===== src/rtl/wdt_pkg.sv =====
package wdt_pkg;

   // register indices; byte address is four times the index
   localparam logic [7:0] WDT_CTRL1_IDX  = 8'h34;
   localparam logic [7:0] WDT_CODE_IDX   = 8'h35;
   localparam logic [7:0] WDT_CFG_IDX    = 8'h36;
   localparam logic [7:0] WDT_STAT_IDX   = 8'h37;
   localparam int         WDT_ADR_W      = 10;

   // watchdog_control_one fields
   localparam int         WDT_OUTSEL_BIT   = 0;
   localparam int         WDT_TSEL_LSB     = 1;
   localparam int         WDT_EN_BIT       = 3;
   localparam int         WDT_TRAPACT_BIT  = 4;
   localparam int         WDT_TRAPAREA_BIT = 5;
   localparam logic [7:0] WDT_CTRL1_RST    = 8'h39;

   // configuration register field
   localparam int         WDT_DIVSRC_BIT   = 4;
   localparam logic       WDT_DIVSRC_RST   = 1'h0;

   // watchdog_command_code values
   localparam logic [7:0] WDT_CODE_CLEAR   = 8'h4E;
   localparam logic [7:0] WDT_CODE_DISABLE = 8'hB1;
   localparam logic [7:0] WDT_CODE_TRAP    = 8'hD2;

   // divider: quarter-period tap is top tap minus twice the time select
   localparam int         WDT_DIV_W        = 23;
   localparam logic [4:0] WDT_HF_TAP_TOP   = 5'h16;
   localparam logic [4:0] WDT_LF_TAP_TOP   = 5'h0E;

   // reset pin low time in clock cycles
   localparam logic [4:0] WDT_RST_PULSE_CYCLES = 5'h18;

   typedef struct packed {
      logic                 cyc;
      logic                 stb;
      logic                 we;
      logic [WDT_ADR_W-1:0] adr;
      logic [3:0]           sel;
      logic [31:0]          dat;
   } wdt_wb_req_type;

   typedef struct packed {
      logic        ack;
      logic [31:0] dat;
   } wdt_wb_rsp_type;

   typedef struct packed {
      logic hf_tick;
      logic lf_tick;
      logic slow_mode;
      logic hold_mode;
   } wdt_clk_ctl_type;

   typedef enum logic [2:0] {
      WDT_ST_RUN   = 3'b001,
      WDT_ST_OFF   = 3'b010,
      WDT_ST_RESET = 3'b100
   } wdt_state_type;

endpackage


===== src/rtl/wdt_watchdog_timer.sv =====
`timescale 1ns/1ps
// Notes on behaviour
// - watchdog runs right after reset release
// - control one resets enable1 time00 output1 traps1
// - interrupt selection is one-way until reset
// - overflow with reset selected pulls reset low
// - overflow with interrupt selected raises interrupt
// - uncleared counter overflows after detection time
// - stop idle sleep freeze the count
// - clear code clears counter, not divider
// - clear to overflow may be three quarters
// - time select picks divider tap per source
// - control one write-only, reads don't-care
// - command codes clear, disable, trap commit
// - disable code only when enable bit zero
// - enable zero alone does not stop
// - interrupt mode gives periodic interrupt
// - disabled watchdog holds counter cleared
// - watchdog interrupt is non-maskable
module wdt_watchdog_timer
   import wdt_pkg::*;
#(
   parameter int DIV_W = WDT_DIV_W
) (
   input  wire logic            clk_i,            // system clock, 40 MHz
   input  wire logic            rst_i,            // sync reset, active high
   input  wire logic            ce_i,             // clock enable, freezes all
   input  wire wdt_wb_req_type  wb_req_i,         // wishbone request
   output wdt_wb_rsp_type       wb_rsp_o,         // wishbone answer
   input  wire wdt_clk_ctl_type clk_ctl_i,        // source ticks and modes
   output logic                 wdt_reset_n_o,    // reset pin drive, low active
   output logic                 watchdog_interrupt_request_o, // nmi pulse
   output logic                 ram_trap_area_o,  // committed trap area select
   output logic                 trap_action_o     // trap action select
);

   generate
      if (DIV_W < 23) begin : g_chk
         $error("wdt_watchdog_timer: DIV_W too small");
      end
      // the quarter tap must sit inside the divider for every select
      if (int'(WDT_HF_TAP_TOP) >= DIV_W) begin : g_tap_chk
         $error("wdt_watchdog_timer: divider narrower than its top tap");
      end
      // a zero length would wrap the end compare to 31 and stretch the pulse to 32 cycles
      if (WDT_RST_PULSE_CYCLES == 5'h0) begin : g_pulse_chk
         $error("wdt_watchdog_timer: reset pulse length must be nonzero");
      end
   endgenerate

   wdt_state_type state_r;
   wdt_state_type state_nxt;

   logic       outsel_r;
   logic [1:0] tsel_r;
   logic       en_r;
   logic       trap_act_r;
   logic       trap_pend_r;
   logic       trap_area_r;
   logic       divsrc_r;
   logic [1:0] cnt_r;
   logic [4:0] pulse_cnt_r;
   logic       irq_r;
   logic       rst_n_r;

   logic       wr_stb;
   logic [7:0] wr_idx;
   logic [7:0] wr_data;
   logic [7:0] rd_data;
   logic       quarter;
   logic       use_lf;
   logic       tick;
   logic       self_init;
   logic       init;
   logic       wr_ctrl1;
   logic       wr_code;
   logic       wr_cfg;
   logic       code_clear;
   logic       code_disable;
   logic       overflow;
   logic       running;
   logic       in_pulse;
   logic       code_trap;
   logic [7:0] rd_idx;

   function automatic logic idx_is(input logic [7:0] idx, input logic [7:0] want);
      return idx == want;
   endfunction

   // command decode; any other byte on the code register is dropped
   function automatic logic code_is(input logic stb, input logic [7:0] data,
                                    input logic [7:0] want);
      return stb && (data == want);
   endfunction

   // bus slave
   wdt_wb_slave u_bus (
      .clk_i     (clk_i),
      .rst_i     (rst_i),
      .ce_i      (ce_i),
      .req_i     (wb_req_i),
      .rd_data_i (rd_data),
      .rsp_o     (wb_rsp_o),
      .wr_stb_o  (wr_stb),
      .wr_idx_o  (wr_idx),
      .wr_data_o (wr_data)
   );

   // source choice: slow mode or low source bit uses the low clock
   assign use_lf = clk_ctl_i.slow_mode | divsrc_r;
   assign tick   = use_lf ? clk_ctl_i.lf_tick : clk_ctl_i.hf_tick;

   wdt_divider #(
      .DIV_W (DIV_W)
   ) u_div (
      .clk_i     (clk_i),
      .rst_i     (init),
      .ce_i      (ce_i),
      .tick_i    (tick),
      .hold_i    (clk_ctl_i.hold_mode),
      .use_lf_i  (use_lf),
      .tsel_i    (tsel_r),
      .quarter_o (quarter)
   );

   assign running  = (state_r == WDT_ST_RUN);
   assign in_pulse = (state_r == WDT_ST_RESET);

   // end of a reset pulse reinitialises the whole block except the bus slave
   assign self_init = ce_i & in_pulse
                      & (pulse_cnt_r == WDT_RST_PULSE_CYCLES - 5'h1);
   assign init      = rst_i | self_init;

   assign wr_ctrl1     = wr_stb & idx_is(wr_idx, WDT_CTRL1_IDX);
   assign wr_code      = wr_stb & idx_is(wr_idx, WDT_CODE_IDX);
   assign wr_cfg       = wr_stb & idx_is(wr_idx, WDT_CFG_IDX);
   assign code_clear   = code_is(wr_code, wr_data, WDT_CODE_CLEAR);
   // disable code has no effect while the enable bit is still set
   assign code_disable = code_is(wr_code, wr_data, WDT_CODE_DISABLE) & ~en_r;
   assign code_trap    = code_is(wr_code, wr_data, WDT_CODE_TRAP);
   assign overflow     = running & quarter & (cnt_r == 2'h3)
                         & ~code_clear;

   assign rd_idx = wb_req_i.adr[WDT_ADR_W-1:2];

   // write-only control registers read as zero; status shows live state
   always_comb begin
      rd_data = 8'h0;
      case (rd_idx)
         WDT_CFG_IDX: begin
            rd_data[WDT_DIVSRC_BIT] = divsrc_r;
         end
         WDT_STAT_IDX: begin
            rd_data[2:0] = state_r;
            rd_data[3]   = outsel_r;
            rd_data[5:4] = cnt_r;
            rd_data[6]   = en_r;
         end
         default: begin
            rd_data = 8'h0;
         end
      endcase
   end

   // watchdog_control_one fields, the committed trap area and the configuration source bit
   // once cleared the output select stays cleared
   always_ff @(posedge clk_i) begin
      if (init) begin
         outsel_r <= WDT_CTRL1_RST[WDT_OUTSEL_BIT];
      end else if (wr_ctrl1) begin
         outsel_r <= outsel_r & wr_data[WDT_OUTSEL_BIT];
      end
   end

   always_ff @(posedge clk_i) begin
      if (init) begin
         tsel_r <= WDT_CTRL1_RST[WDT_TSEL_LSB +: 2];
      end else if (wr_ctrl1) begin
         tsel_r <= wr_data[WDT_TSEL_LSB +: 2];
      end
   end

   // clearing the bit only arms the disable code
   always_ff @(posedge clk_i) begin
      if (init) begin
         en_r <= WDT_CTRL1_RST[WDT_EN_BIT];
      end else if (wr_ctrl1) begin
         en_r <= wr_data[WDT_EN_BIT];
      end
   end

   always_ff @(posedge clk_i) begin
      if (init) begin
         trap_act_r <= WDT_CTRL1_RST[WDT_TRAPACT_BIT];
      end else if (wr_ctrl1) begin
         trap_act_r <= wr_data[WDT_TRAPACT_BIT];
      end
   end

   always_ff @(posedge clk_i) begin
      if (init) begin
         trap_pend_r <= WDT_CTRL1_RST[WDT_TRAPAREA_BIT];
      end else if (wr_ctrl1) begin
         trap_pend_r <= wr_data[WDT_TRAPAREA_BIT];
      end
   end

   // trap area takes effect only after the commit code
   always_ff @(posedge clk_i) begin
      if (init) begin
         trap_area_r <= WDT_CTRL1_RST[WDT_TRAPAREA_BIT];
      end else if (code_trap) begin
         trap_area_r <= trap_pend_r;
      end
   end

   always_ff @(posedge clk_i) begin
      if (init) begin
         divsrc_r <= WDT_DIVSRC_RST;
      end else if (wr_cfg) begin
         divsrc_r <= wr_data[WDT_DIVSRC_BIT];
      end
   end

   // state machine
   always_comb begin
      state_nxt = state_r;
      case (state_r)
         WDT_ST_RUN: begin
            if (code_disable) begin
               state_nxt = WDT_ST_OFF;
            end else if (overflow && outsel_r) begin
               state_nxt = WDT_ST_RESET;
            end
         end
         WDT_ST_OFF: begin
            if (wr_ctrl1 && wr_data[WDT_EN_BIT]) begin
               state_nxt = WDT_ST_RUN;
            end
         end
         WDT_ST_RESET: begin
            state_nxt = WDT_ST_RESET;
         end
         default: begin
            state_nxt = WDT_ST_RUN;
         end
      endcase
   end

   // runs from reset release with no software action
   always_ff @(posedge clk_i) begin
      if (init) begin
         state_r <= WDT_ST_RUN;
      end else if (ce_i) begin
         state_r <= state_nxt;
      end
   end

   // two-stage binary counter; phase within a quarter is the divider's,
   // so a clear may leave as little as three quarters
   always_ff @(posedge clk_i) begin
      if (init) begin
         cnt_r <= 2'h0;
      end else if (ce_i) begin
         if (!running) begin
            cnt_r <= 2'h0;
         end else if (code_clear) begin
            cnt_r <= 2'h0;
         end else if (quarter) begin
            cnt_r <= cnt_r + 2'h1;
         end
      end
   end

   // reset pin held low for a fixed count; it drops on the overflow edge
   // itself so the pin and the state agree from the first cycle
   always_ff @(posedge clk_i) begin
      if (init) begin
         rst_n_r <= 1'b1;
      end else if (ce_i && state_nxt == WDT_ST_RESET) begin
         rst_n_r <= 1'b0;
      end
   end

   always_ff @(posedge clk_i) begin
      if (init) begin
         pulse_cnt_r <= 5'h0;
      end else if (ce_i && in_pulse) begin
         pulse_cnt_r <= pulse_cnt_r + 5'h1;
      end
   end

   // no mask term: the request cannot be gated off
   always_ff @(posedge clk_i) begin
      if (init) begin
         irq_r <= 1'b0;
      end else if (ce_i) begin
         irq_r <= overflow & ~outsel_r;
      end
   end

   assign wdt_reset_n_o                = rst_n_r;
   assign watchdog_interrupt_request_o = irq_r;
   assign ram_trap_area_o              = trap_area_r;
   assign trap_action_o                = trap_act_r;

endmodule


===== src/rtl/wdt_divider.sv =====
`timescale 1ns/1ps
module wdt_divider
   import wdt_pkg::*;
#(
   parameter int DIV_W = WDT_DIV_W
) (
   input  wire logic       clk_i,      // system clock
   input  wire logic       rst_i,      // sync reset, active high
   input  wire logic       ce_i,       // clock enable
   input  wire logic       tick_i,     // selected source tick
   input  wire logic       hold_i,     // stop/idle/sleep freeze
   input  wire logic       use_lf_i,   // low-frequency tap set
   input  wire logic [1:0] tsel_i,     // detection time select
   output logic            quarter_o   // quarter-period pulse
);

   generate
      if (DIV_W < 23) begin : g_chk
         $error("wdt_divider: DIV_W too small for the longest period");
      end
   endgenerate

   logic [DIV_W-1:0] div_r;
   logic [DIV_W-1:0] low_mask;
   logic             adv;

   function automatic logic [4:0] tap_of(input logic lf, input logic [1:0] sel);
      logic [4:0] top;
      top = lf ? WDT_LF_TAP_TOP : WDT_HF_TAP_TOP;
      return top - {2'h0, sel, 1'b0};
   endfunction

   assign adv      = ce_i & tick_i & ~hold_i;
   assign low_mask = DIV_W'((64'h1 << (tap_of(use_lf_i, tsel_i) + 5'h1)) - 64'h1);
   // carry out of the tap bit marks one quarter of the detection period
   assign quarter_o = adv & ((div_r & low_mask) == low_mask);

   // never cleared by the clear code, so phase is kept
   always_ff @(posedge clk_i) begin
      if (rst_i) begin
         div_r <= '0;
      end else if (adv) begin
         div_r <= div_r + DIV_W'(1);
      end
   end

endmodule


===== src/rtl/wdt_wb_slave.sv =====
`timescale 1ns/1ps
module wdt_wb_slave
   import wdt_pkg::*;
(
   input  wire logic           clk_i,      // system clock
   input  wire logic           rst_i,      // sync reset, active high
   input  wire logic           ce_i,       // clock enable
   input  wire wdt_wb_req_type req_i,      // wishbone request
   input  wire logic [7:0]     rd_data_i,  // read data of addressed register
   output wdt_wb_rsp_type      rsp_o,      // wishbone answer
   output logic                wr_stb_o,   // write takes effect this edge
   output logic [7:0]          wr_idx_o,   // register index
   output logic [7:0]          wr_data_o   // write byte
);

   logic        ack_r;
   logic [31:0] dat_r;

   assign rsp_o     = '{ack: ack_r, dat: dat_r};
   assign wr_idx_o  = req_i.adr[WDT_ADR_W-1:2];
   assign wr_data_o = req_i.dat[7:0];
   // write lands on the same edge the master samples ack
   assign wr_stb_o  = ce_i & ack_r & req_i.cyc & req_i.stb & req_i.we & req_i.sel[0]
                      & (req_i.adr[1:0] == 2'h0);

   always_ff @(posedge clk_i) begin
      if (rst_i) begin
         ack_r <= 1'b0;
      end else if (ce_i) begin
         ack_r <= req_i.cyc & req_i.stb & ~ack_r;
      end
   end

   always_ff @(posedge clk_i) begin
      if (rst_i) begin
         dat_r <= '0;
      end else if (ce_i && req_i.cyc && req_i.stb && !ack_r) begin
         dat_r <= (req_i.we || req_i.adr[1:0] != 2'h0) ? 32'h0 : {24'h0, rd_data_i};
      end
   end

endmodule


===== config.mk =====
export PLATFORM = sky130hd
export DESIGN_NAME = wdt_watchdog_timer
export DESIGN_NICKNAME = d
export VERILOG_FILES = /design/src/rtl/wdt_pkg.sv /design/src/rtl/wdt_watchdog_timer.sv /design/src/rtl/wdt_divider.sv /design/src/rtl/wdt_wb_slave.sv
export SDC_FILE = /design/constraint.sdc
export NUM_CORES = 1
export LEC_CHECK = 0
export ABC_AREA = 1
export BUFFER_PORTS_ARGS = -buffer_cell sky130_fd_sc_hd__buf_4
export CORE_ASPECT_RATIO = 0.9
export CORE_MARGIN = 2
export CORE_UTILIZATION = 47
export CTS_BUF_LIST = sky130_fd_sc_hd__clkbuf_16
export DETAILED_ROUTE_END_ITERATION = 8
export PLACE_DENSITY = 0.76
export SLEW_MARGIN = 10
export SYNTH_ARGS = -nofsm -noshare
export SYNTH_HDL_FRONTEND = slang
export SYNTH_SLANG_ARGS = --single-unit

===== constraint.sdc =====
create_clock -name clk_i -period 1.9 [get_ports clk_i]
set_input_delay 0.38 -clock clk_i [delete_from_list [all_inputs] [get_ports clk_i]]
set_output_delay 0.38 -clock clk_i [all_outputs]
set_load 0.02 [all_outputs]

==> results of run 1 <==
power groups by stage:
stage	clock network (uW)	logic (uW)	registers, uW
2_1_floorplan	0	185	1110
3_3_place_gp	0	224	1110
3_5_place_dp	0	230	1110
4_1_cts	928	233	1080
5_1_grt	974	274	1090
6_report	912	248	1080
area by class of cell:
type	count	area, sq um	share of cell area, %
repair buffers	70	533	13.7
clock buffers	5	125	3.21
clock inverters	3	23.8	0.610
flip-flops and latches	51	1030	26.4
well taps	90	113	2.89
multi-input cells	330	1780	45.6
inverters	77	298	7.64
worst max-delay path, stage by stage (launching register included):
cell	delay, ns
dfxtp_2	0.34
buf_6	0.12
inv_4	0.04
nand3_2	0.09
ha_4	0.27
inv_2	0.03
nand2_2	0.05
nand2_1	0.04
nor2_1	0.08
nand2_1	0.07
nor2_2	0.10
nand3_2	0.12
inv_2	0.07
nand2_2	0.05
nand2_2	0.09
nand2_4	0.07
o21ai_2	0.14
nor2_1	0.05
worst paths after layout:
kind | from | endpoint
worst max register to register | tsel_r[0] | cnt_r[1]
worst min register to register | u_div.div_r[7] | u_div.div_r[7]
worst max-delay path | tsel_r[0] | cnt_r[1]
worst min-delay path | rst_i | u_bus.dat_r[1]
Yosys cell counts (2+ instances only):
master	number	area [sq um]
nand4_1	10	62.6
xor2_1	3	26.3
o21ai_0	17	85.1
buf_4	27	203
nor3b_1	2	15.0
nor4_1	3	18.8
nor2_1	50	188
ha_1	5	62.6
a31oi_1	2	12.5
buf_1	2	7.51
nor2_2	4	25.0
nor2_4	5	56.3
o211ai_1	4	30.0
dfxtp_1	51	1020
nand2_1	105	394
inv_2	3	11.3
inv_1	72	270
nor3_1	10	50.1
nand3_1	33	165
a21oi_1	33	165
nand4_2	2	25.0
nand2_2	2	12.5
registers in the layout (all words and copies together) (netlist names):
| signal | cells |
|---|---|
| u_div.div_r | 23 |
| u_bus.dat_r | 7 |
| pulse_cnt_r | 5 |
| state_r | 3 |
| cnt_r | 2 |
| tsel_r | 2 |
| divsrc_r | 1 |
| en_r | 1 |
| outsel_r | 1 |
| ram_trap_area_o | 1 |
| trap_action_o | 1 |
| trap_pend_r | 1 |
| u_bus.ack_r | 1 |
| watchdog_interrupt_request_o | 1 |
| wdt_reset_n_o | 1 |
logic make-up (layout without fill, tap and decap cells):
kind of cell,count (synthesis),count (layout)
and+or+nand+nor,235,235
buffers and inverters,107,155
AOI/OAI and AO/OA,62,62
DFF,51,51
adders and majority gates,5,5
xor gates and xnor gates,3,3
other,1,25
layer usage:
metal	global-route usage, %	vias to the layer above
li1	-	1582
met1	26.6	1405
met2	32.4	95
met3	3.06	11
met4	6.46	0
met5	0	-
through the flow:
stage / area [sq um] / hold slack (ns)
after floorplan: 3210 / 0.437
after global placement: 3560 / 0.446
after detailed placement: 3560 / 0.456
after CTS: 3780 / 0.324
after global routing: 3900 / 0.348
final: 3900 / 0.341
what timing repair did:
| action | CTS | global route |
|---|---|---|
| resized for setup | 16 | 23 |
| pin swaps | 10 | 17 |
| gates cloned | 0 | 0 |
| hold buffers | 0 | 0 |
| setup buffers | 5 | 6 |
| endpoints found under the setup margin | 5 | 10 |
==> impl_metrics.yaml, run 1 <==
die:
  dieHeight_microns: 81.3
  coreArea_sq_um: 6480
  pin_count: 93
  start_util_pct: 48.1
  placementRows: 28
  die_w_microns: 89.9
  die_area_sq_um: 7300
worst_setup_path:
  reg2reg_depth: 17
  worst_ep_required_time_ns: 2.09
  end_kind: "flip-flop"
  cp-start-kind: "flip-flop"
  crit_type: "flip-flop to flip-flop"
  crit_path_max_fanout: 3
  reg2reg_slack_ns: -0.01
  worstPathArrival_ns: 2.10
run_status:
  status: "finished with violations"
  violations: "negative setup slack"
worst_hold_path:
  hold_path_depth: 2
  hold_class: "input pin to flip-flop"
detailed_routing:
  post_drt_wl_per_cell_microns: 11.8
  drt_iter0_markers: 186
  vias_per_cell: 4.94
  wl_met1_microns: 3350
  highest-signal-layer: "met4"
  ant_nets: 0
  vias: 3093
  routed_wirelength_microns: 7380
  first_pass_iters: 5
  remaining_drc_errors: 0
  wl_met3_microns: 411
  met2_length_microns: 3540
logic_synthesis:
  seq_area_frac_synth_pct: 32.7
  synthFlopType: "dfxtp_1"
  avgSynthCellArea_sq_um: 6.72
  synth_warnings: 0
  synth_adder_area_share_pct: 2.01
  ys_seq_elements: 51
  synth.cell_area_sq_um: 3120
  synth-simple-area-share_pct: 36.5
  synthArstFlopShare_pct: 0
  ys_types: 41
  synth_edf_count: 0
  synthMuxAreaShare_pct: 0
  synth_compound_area_share_pct: 11.6
  synth_top_family_by_area: "simple AND/OR/NAND/NOR gates"
  synthXorXnorAreaFrac_pct: 0.843
  synth_cells: 464
final_layout:
  nNetsFinal: 596
  final_core_util_pct: 60.1
  syn2layout_area_growth_pct: 25.0
  antenna_cells: 0
  fill_cells: 584
  final_common_cell: "nand2_1"
  final_cells: 626
  drive_gt1_share_pct: 25.4
  final_cell_mix: "98 x nand2_1, 68 x buf_4, 66 x inv_1, 48 x dfxtp_1, 46 x nor2_1"
global_routing:
  gr-total-overflow: 0
  grt_pass1_vias: 2603
  grt_pass1_wl_microns: 11700
  grt_start_max_net_pins: 24
  track_usage_pct: 19.6
  antenna_found_initial: 0
cts:
  cts.htree.levels: 2
  cts_root_buf: "clkbuf_16"
  numClockSinks: 51
  clk_pin_slew_worst_paths_ns: 0.07
  cts_tree: "yes"
  insertion_delay_ns: 0.29
  clockBufferDepth: 2
  cts_buffers: 5
run:
  cap_violations: 0
timing:
  rsz0062_at_grt: "true"
  hold_viol: 0
  fmax_mhz: 523
  fin_setup_tns_ns: -0.0124
  finalCritPeriodShare_pct: 101
  skew_ns: 0.00631
  setup_viol: 1
  period_needed_ns: 1.91
  setup_ws_ns: -0.0124
  final-max-slew-violation-count: 0
power:
  switchingPower_uw: 588
  vdd_ir_drop_max_mv: 0.313
  p_int_uw: 1660
  p_sw_share_pct: 26.2
  clkPwrFrac_pct: 40.6
  seqPwrFrac_pct: 48.3
  p_comb_share_pct: 11.1
  power_uw: 2240
  leakagePower_uw: 0.00183
  cellPowerDensity_nw_per_um2: 576
placed_design:
  preCtsSetupSlack_ns: -0.182
  placed_cells: 608
  place.port_buffers: 40
  hpwl_microns: 5440
  gp_congestion: 0.906
No activity file was read; power rests on OpenSTA's default activity.
==> run 2, diff against run 1 <==
--- a/config.mk
+++ b/config.mk
@@ -5,11 +5,10 @@
 export SDC_FILE = /design/constraint.sdc
 export NUM_CORES = 1
 export LEC_CHECK = 0
-export ABC_AREA = 1
 export BUFFER_PORTS_ARGS = -buffer_cell sky130_fd_sc_hd__buf_4
 export CORE_ASPECT_RATIO = 0.9
 export CORE_MARGIN = 2
-export CORE_UTILIZATION = 47
+export CORE_UTILIZATION = 46
 export CTS_BUF_LIST = sky130_fd_sc_hd__clkbuf_16
 export DETAILED_ROUTE_END_ITERATION = 8
 export PLACE_DENSITY = 0.76
==> run 2 against run 1 <==
Effect of this change:
- the flow still finishes with violations (negative setup slack)
- total power down 4.9%
- combinational power down 21%
- register-to-register slack worse by 0.27 ns
- highest routed layer unchanged
- maximum frequency down 12%
- critical path type unchanged
- critical path depth down 9
- worst setup slack worse by 0.27 ns
- clock-buffer cell count unchanged
- sequential power about the same
==> impl_metrics.yaml, run 2 <==
logic_synthesis:
  synth_edf_count: 0
  synth_top_area_share_pct: 36.3
  synth_warnings: 0
  synthFlopType: "dfxtp_1"
  synth_cells: 341
  ys_types: 58
  synth_common_cells: "51 x dfxtp_1, 40 x nor2_1, 29 x nand2_1, 26 x buf_4, 22 x a21oi_1"
  synth_top_cell_by_area: "dfxtp_1"
  seq_area_frac_synth_pct: 36.3
  avgSynthCellArea_sq_um: 8.25
  ys_top_cells_by_area: "dfxtp_1 36%, buf_4 6.9%, nor2_1 5.3%"
  synth_most_common_cell: "dfxtp_1"
  synthArstFlopShare_pct: 0
  ys_seq_elements: 51
  synth.cell_area_sq_um: 2810
die:
  coreArea_sq_um: 6010
  die_w_microns: 86.4
  placementRows: 27
  start_util_pct: 46.8
  pin_count: 93
  die_area_sq_um: 6760
  dieHeight_microns: 78.2
timing:
  final-max-slew-violation-count: 0
  period_needed_ns: 2.18
  skew_ns: 0.00904
  fmax_mhz: 459
  rsz0062_at_grt: "true"
  hold_viol: 0
  setup_ws_ns: -0.280
  fin_setup_tns_ns: -3.13
  setup_viol: 19
  holdWs_ns: 0.319
  finalCritPeriodShare_pct: 115
run_status:
  status: "finished with violations"
  violations: "negative setup slack"
final_layout:
  fill_cells: 506
  largest_register_ff_count: 23
  top_register: "u_div.div_r"
  regArea_sq_um: 1020
  multiInputGateArea_sq_um: 1850
  final_core_util_pct: 62.4
  antenna_cells: 0
  final_cell_mix: "70 x buf_4, 48 x dfxtp_1, 39 x nor2_1, 29 x nand2_1, 25 x conb_1"
  final_cells: 483
  syn2layout_area_growth_pct: 33.4
  nNetsFinal: 471
  final_common_cell: "buf_4"
  largestRegisters: "u_div.div_r (23), u_bus.dat_r (7), pulse_cnt_r (5)"
  drive_gt1_share_pct: 31.9
worst_setup_path:
  worstPathArrival_ns: 2.40
  r2r-start: "divsrc_r"
  cp-start-kind: "flip-flop"
  reg2reg_slack_ns: -0.28
  cp_slowest_stage_delay_ns: 0.39
  worst_ep_required_time_ns: 2.12
  reg2reg_depth: 8
  end_kind: "flip-flop"
  crit_type: "flip-flop to flip-flop"
  path_cells: "buf_4 -> or3b_4 -> a211oi_4 -> nor4b_4 -> o2111ai_4 -> buf_6 -> nand4b_1 -> o21ai_1"
  r2r-end: "cnt_r[0]"
  crit_path_max_fanout: 6
  cp_slowest_cell: "or3b_4"
placed_design:
  place.port_buffers: 40
  hpwl_microns: 4950
  gp_congestion: 0.890
  placed_cells: 470
power:
  vdd_ir_drop_max_mv: 0.388
  power_uw: 2130
  cellPowerDensity_nw_per_um2: 569
  leakagePower_uw: 0.00150
detailed_routing:
  first_pass_iters: 4
  routed_wirelength_microns: 7320
  vias: 2662
  vias_per_cell: 5.51
  ant_nets: 0
  drt_iter0_markers: 150
  post_drt_wl_per_cell_microns: 15.2
  remaining_drc_errors: 0
global_routing:
  antenna_found_initial: 0
  grt_start_max_net_pins: 18
  grt_pass1_vias: 2440
  track_usage_pct: 20.3
  gr-total-overflow: 0
  grt_pass1_wl_microns: 11200
cts:
  numClockSinks: 51
  cts_buffers: 5
  cts.htree.levels: 2
  clockBufferDepth: 2
  cts_root_buf: "clkbuf_16"
  cts_tree: "yes"
  insertion_delay_ns: 0.29
  cts_hold_buf: 0
  clk_pin_slew_worst_paths_ns: 0.07
run:
  cap_violations: 0
worst_hold_path:
  worstHoldStart: "wb_req_i[3]"
  hold_path_depth: 3
  whs_endpoint: "en_r"
  hold_class: "input pin to flip-flop"
## run 2: worst max path at each step
stage	startpoint	slack, ns	end	cells after the start
floorplan	tsel_r[0]	-0.38	state_r[2]	10
global placement	clk_ctl_i[1]	-0.48	state_r[2]	10
detailed placement	clk_ctl_i[1]	-0.55	state_r[2]	10
CTS	tsel_r[1]	-0.26	state_r[2]	9
global route	divsrc_r	-0.37	cnt_r[0]	10
finish	divsrc_r	-0.28	cnt_r[0]	8
## run 2: kinds of logic (layout without fill, tap and decap cells)
kind of cell,count (synthesis),count (layout),synth area share [%]
AND/OR/NAND/NOR,149,149,29.3
AO/OA/AOI/OAI,64,64,15.0
flip-flops,51,51,36.3
buffers and inverters,49,95,10.0
XOR/XNOR,18,18,5.60
adder cells (fa/ha/maj),5,5,2.22
multiplexers,4,4,1.42
other,1,25,0.133
## run 2: layout make-up
class	count	share of cell area [%]
Inverter	10	1.07
Sequential cell	51	27.3
Clock buffer	5	3.33
Clock inverter	3	0.333
Multi-Input combinational cell	265	49.2
Tap cell	72	2.40
Timing Repair Buffer	77	16.3
## run 2: per-stage QoR
step           setup slack, ns  instance area, sq um
6_report                -0.280                  3750
5_1_grt                 -0.369                  3750
4_1_cts                 -0.258                  3630
3_5_place_dp            -0.549                  3350
3_3_place_gp            -0.485                  3350
2_1_floorplan           -0.377                  2990
## run 2: critical path, delay by kind of cell (launching register included)
family                 cells  cell delay [ns]
and+or+nand+nor            3             0.84
AOI/OAI and AO/OA          3             0.60
buffers and inverters      2             0.34
DFF                        1             0.33
## run 2: routing by layer
layer | vias to the layer above | routed length, microns | part of all wire (%) | track usage, %
met3 | 9 | 338 | 4.6 | 3.79
li1 | 1297 | - | - | -
met2 | 74 | 3880 | 53 | 36.8
met5 | - | 0 | 0 | 0
met4 | 0 | 85 | 1.2 | 5.00
met1 | 1282 | 3020 | 41 | 24.4
## run 2: timing repair
action                     in CTS  in global routing
setup endpoints to repair      17                 22
pin swaps                      11                  8
resized for setup              20                 25
buffers inserted                5                  0
## run 2: power by group
part	switching, uW	total (uW)	internal (uW)	leakage [uW]
combinational	119	196	77.4	0.00101
sequential	3.12	1070	1070	0.000413
clock	387	864	477	0.0000762
==> run 3, diff against run 2 <==
--- a/config.mk
+++ b/config.mk
@@ -6,12 +6,15 @@
 export NUM_CORES = 1
 export LEC_CHECK = 0
 export BUFFER_PORTS_ARGS = -buffer_cell sky130_fd_sc_hd__buf_4
+export CELL_PAD_IN_SITES_DETAIL_PLACEMENT = 0
+export CELL_PAD_IN_SITES_GLOBAL_PLACEMENT = 2
 export CORE_ASPECT_RATIO = 0.9
 export CORE_MARGIN = 2
-export CORE_UTILIZATION = 46
+export CORE_UTILIZATION = 31
 export CTS_BUF_LIST = sky130_fd_sc_hd__clkbuf_16
 export DETAILED_ROUTE_END_ITERATION = 8
-export PLACE_DENSITY = 0.76
+export PLACE_DENSITY = 0.85
+export RECOVER_POWER = 50
 export SLEW_MARGIN = 10
 export SYNTH_ARGS = -nofsm -noshare
 export SYNTH_HDL_FRONTEND = slang
==> constraint.sdc (replaced) <==
create_clock -name clk_i -period 2.65 [get_ports clk_i]
set_input_delay 0.53 -clock clk_i [delete_from_list [all_inputs] [get_ports clk_i]]
set_output_delay 0.53 -clock clk_i [all_outputs]
set_load 0.02 [all_outputs]
==> run 3 against run 2 <==
Effect of this change:
- the run now ends clean
- via count fell by 9.5%
- hold slack improved by 0.15 ns
- sequential power fell by 28%
- clock-buffer cell count did not move
- wire length fell by 7.5%
- non-clock buffer count fell by 25
==> impl_metrics.yaml, run 3 (synthesis results as in run 2) <==
power:
  power_uw: 1520
  p_comb_share_pct: 7.9
  clkPwrFrac_pct: 41.5
  seqPwrFrac_pct: 50.6
  p_sw_share_pct: 24.0
  leakagePower_uw: 0.00122
  cellPowerDensity_nw_per_um2: 462
  p_int_uw: 1150
  vdd_ir_drop_max_mv: 0.225
  switchingPower_uw: 365
final_layout:
  final_common_cell: "dfxtp_1"
  largestRegisters: "u_div.div_r (23), u_bus.dat_r (7), pulse_cnt_r (5)"
  final_cell_mix: "50 x dfxtp_1, 40 x nor2_1, 37 x buf_4, 29 x nand2_1, 25 x conb_1"
  fin_area_sq_um: 3290
  top_register: "u_div.div_r"
  nNetsFinal: 446
  drive_gt1_share_pct: 14.5
  syn2layout_area_growth_pct: 16.9
  largest_register_ff_count: 23
  fill_cells: 924
  antenna_cells: 0
die:
  coreArea_sq_um: 8690
  start_util_pct: 32.4
  pin_count: 93
  die_w_microns: 104
  placementRows: 32
  die_area_sq_um: 9860
  dieHeight_microns: 94.4
cts:
  cts_hold_buf: 0
  insertion_delay_ns: 0.29
  cts_root_buf: "clkbuf_16"
  clk_pin_slew_worst_paths_ns: 0.07
  clockBufferDepth: 2
  cts_buffers: 5
  cts_tree: "yes"
  numClockSinks: 51
  cts.htree.levels: 2
timing:
  slew_headroom_pct: 54.4
  skew_ns: 0.00692
  finalCritPeriodShare_pct: 92.8
  setup_viol: 0
  holdWs_ns: 0.473
  worst_pin_slew_ns: 0.684
  fmax_mhz: 406
  final-max-slew-violation-count: 0
  period_needed_ns: 2.46
  hold_viol: 0
  rsz0062_at_grt: "false"
  fin_setup_tns_ns: 0
global_routing:
  gr-total-overflow: 0
  grt_start_max_net_pins: 34
  antenna_found_initial: 0
  track_usage_pct: 13.7
  grt_pass1_vias: 2198
  grt_pass1_wl_microns: 10800
worst_setup_path:
  timing.critical_path.buf_inv: 1
  reg2reg_depth: 9
  cp_slowest_stage_delay_ns: 0.39
  crit_path_max_fanout: 5
  cp-start-kind: "flip-flop"
  worst_ep_required_time_ns: 2.88
  cp.depth: 9
  crit_family: "compound AO/OA/AOI/OAI gates"
  path_cells: "inv_1 -> or3_1 -> ha_2 -> xnor2_1 -> o311ai_0 -> a211oi_1 -> o2111ai_2 -> a2111oi_4 -> o21a_1"
  cp_slowest_cell: "or3_1"
  end_kind: "flip-flop"
  crit_type: "flip-flop to flip-flop"
  worstPathArrival_ns: 2.69
run_status:
  status: "complete, no violations"
run:
  cap_violations: 0
detailed_routing:
  ant_nets: 0
  vias: 2408
  drt_iter0_markers: 85
  remaining_drc_errors: 0
  post_drt_wl_per_cell_microns: 13.4
  first_pass_iters: 4
  vias_per_cell: 4.78
  routed_wirelength_microns: 6770
worst_hold_path:
  hold_path_depth: 3
  hold_class: "input pin to flip-flop"
placed_design:
  hpwl_microns: 5080
  place.port_buffers: 40
  dpl-instance-area_sq_um: 3200
  gp_congestion: 0.820
run 3: cell types whose count changed in the layout (fill, tap and decap cells not counted), sizes merged:
| cell | delta |
|---|---|
| buf | -40 |
| inv | -1 |
| clkbuf | +15 |
run 3: final cells by class:
cell class	instances	area (sq um)	area share [%]
Multi-Input combinational cell	265	1610	48.8
Clock buffer	5	125	3.80
Timing Repair Buffer	52	338	10.3
Sequential cell	51	1020	31.1
Clock inverter	2	12.5	0.380
Tap cell	119	149	4.52
Inverter	10	37.5	1.14
run 3: power groups by stage:
stage	Clock, uW	Sequential [uW]	Combinational, uW
finish	631	770	120
detailed placement	0	787	121
CTS	647	770	122
global route	681	770	130
floorplan	0	787	96.1
global placement	0	787	121
run 3: worst paths after layout:
kind	from	to	slack (ns)
worst max-delay path	tsel_r[1]	watchdog_interrupt_request_o	0.19
worst min-delay path	wb_req_i[3]	en_r	0.47
worst max register to register	tsel_r[1]	watchdog_interrupt_request_o	0.19
worst min register to register	trap_pend_r	trap_pend_r	0.47
run 3: stage by stage:
stage,cells,utilization (%),worst slack (ns)
after floorplan,365,-,0.0850
after global placement,497,36.8,-0.0142
after detailed placement,497,36.8,-0.0692
after CTS,504,38.4,0.102
after global routing,504,37.9,0.00742
final,504,37.9,0.190
run 3: per-layer routing:
| metal | share of wire [%] | track usage, % |
|---|---|---|
| met4 | 1.0 | 4.05 |
| met1 | 51 | 18.9 |
| met2 | 45 | 21.5 |
| met5 | 0 | 0 |
| met3 | 3.6 | 2.83 |
run 3: worst register-to-register path, cell delays in order, from the launching register on:
cell and delay [ns]:
dfxtp_1 0.34, inv_1 0.09, or3_1 0.39, ha_2 0.22, xnor2_1 0.14, o311ai_0 0.12
a211oi_1 0.31, o2111ai_2 0.28, a2111oi_4 0.36, o21a_1 0.15
run 3: repair_timing:
action,in CTS,in global routing
endpoints found under the setup margin,0,5
endpoints found under the hold margin,0,0
buffers inserted,0,0
gates resized for setup,0,5
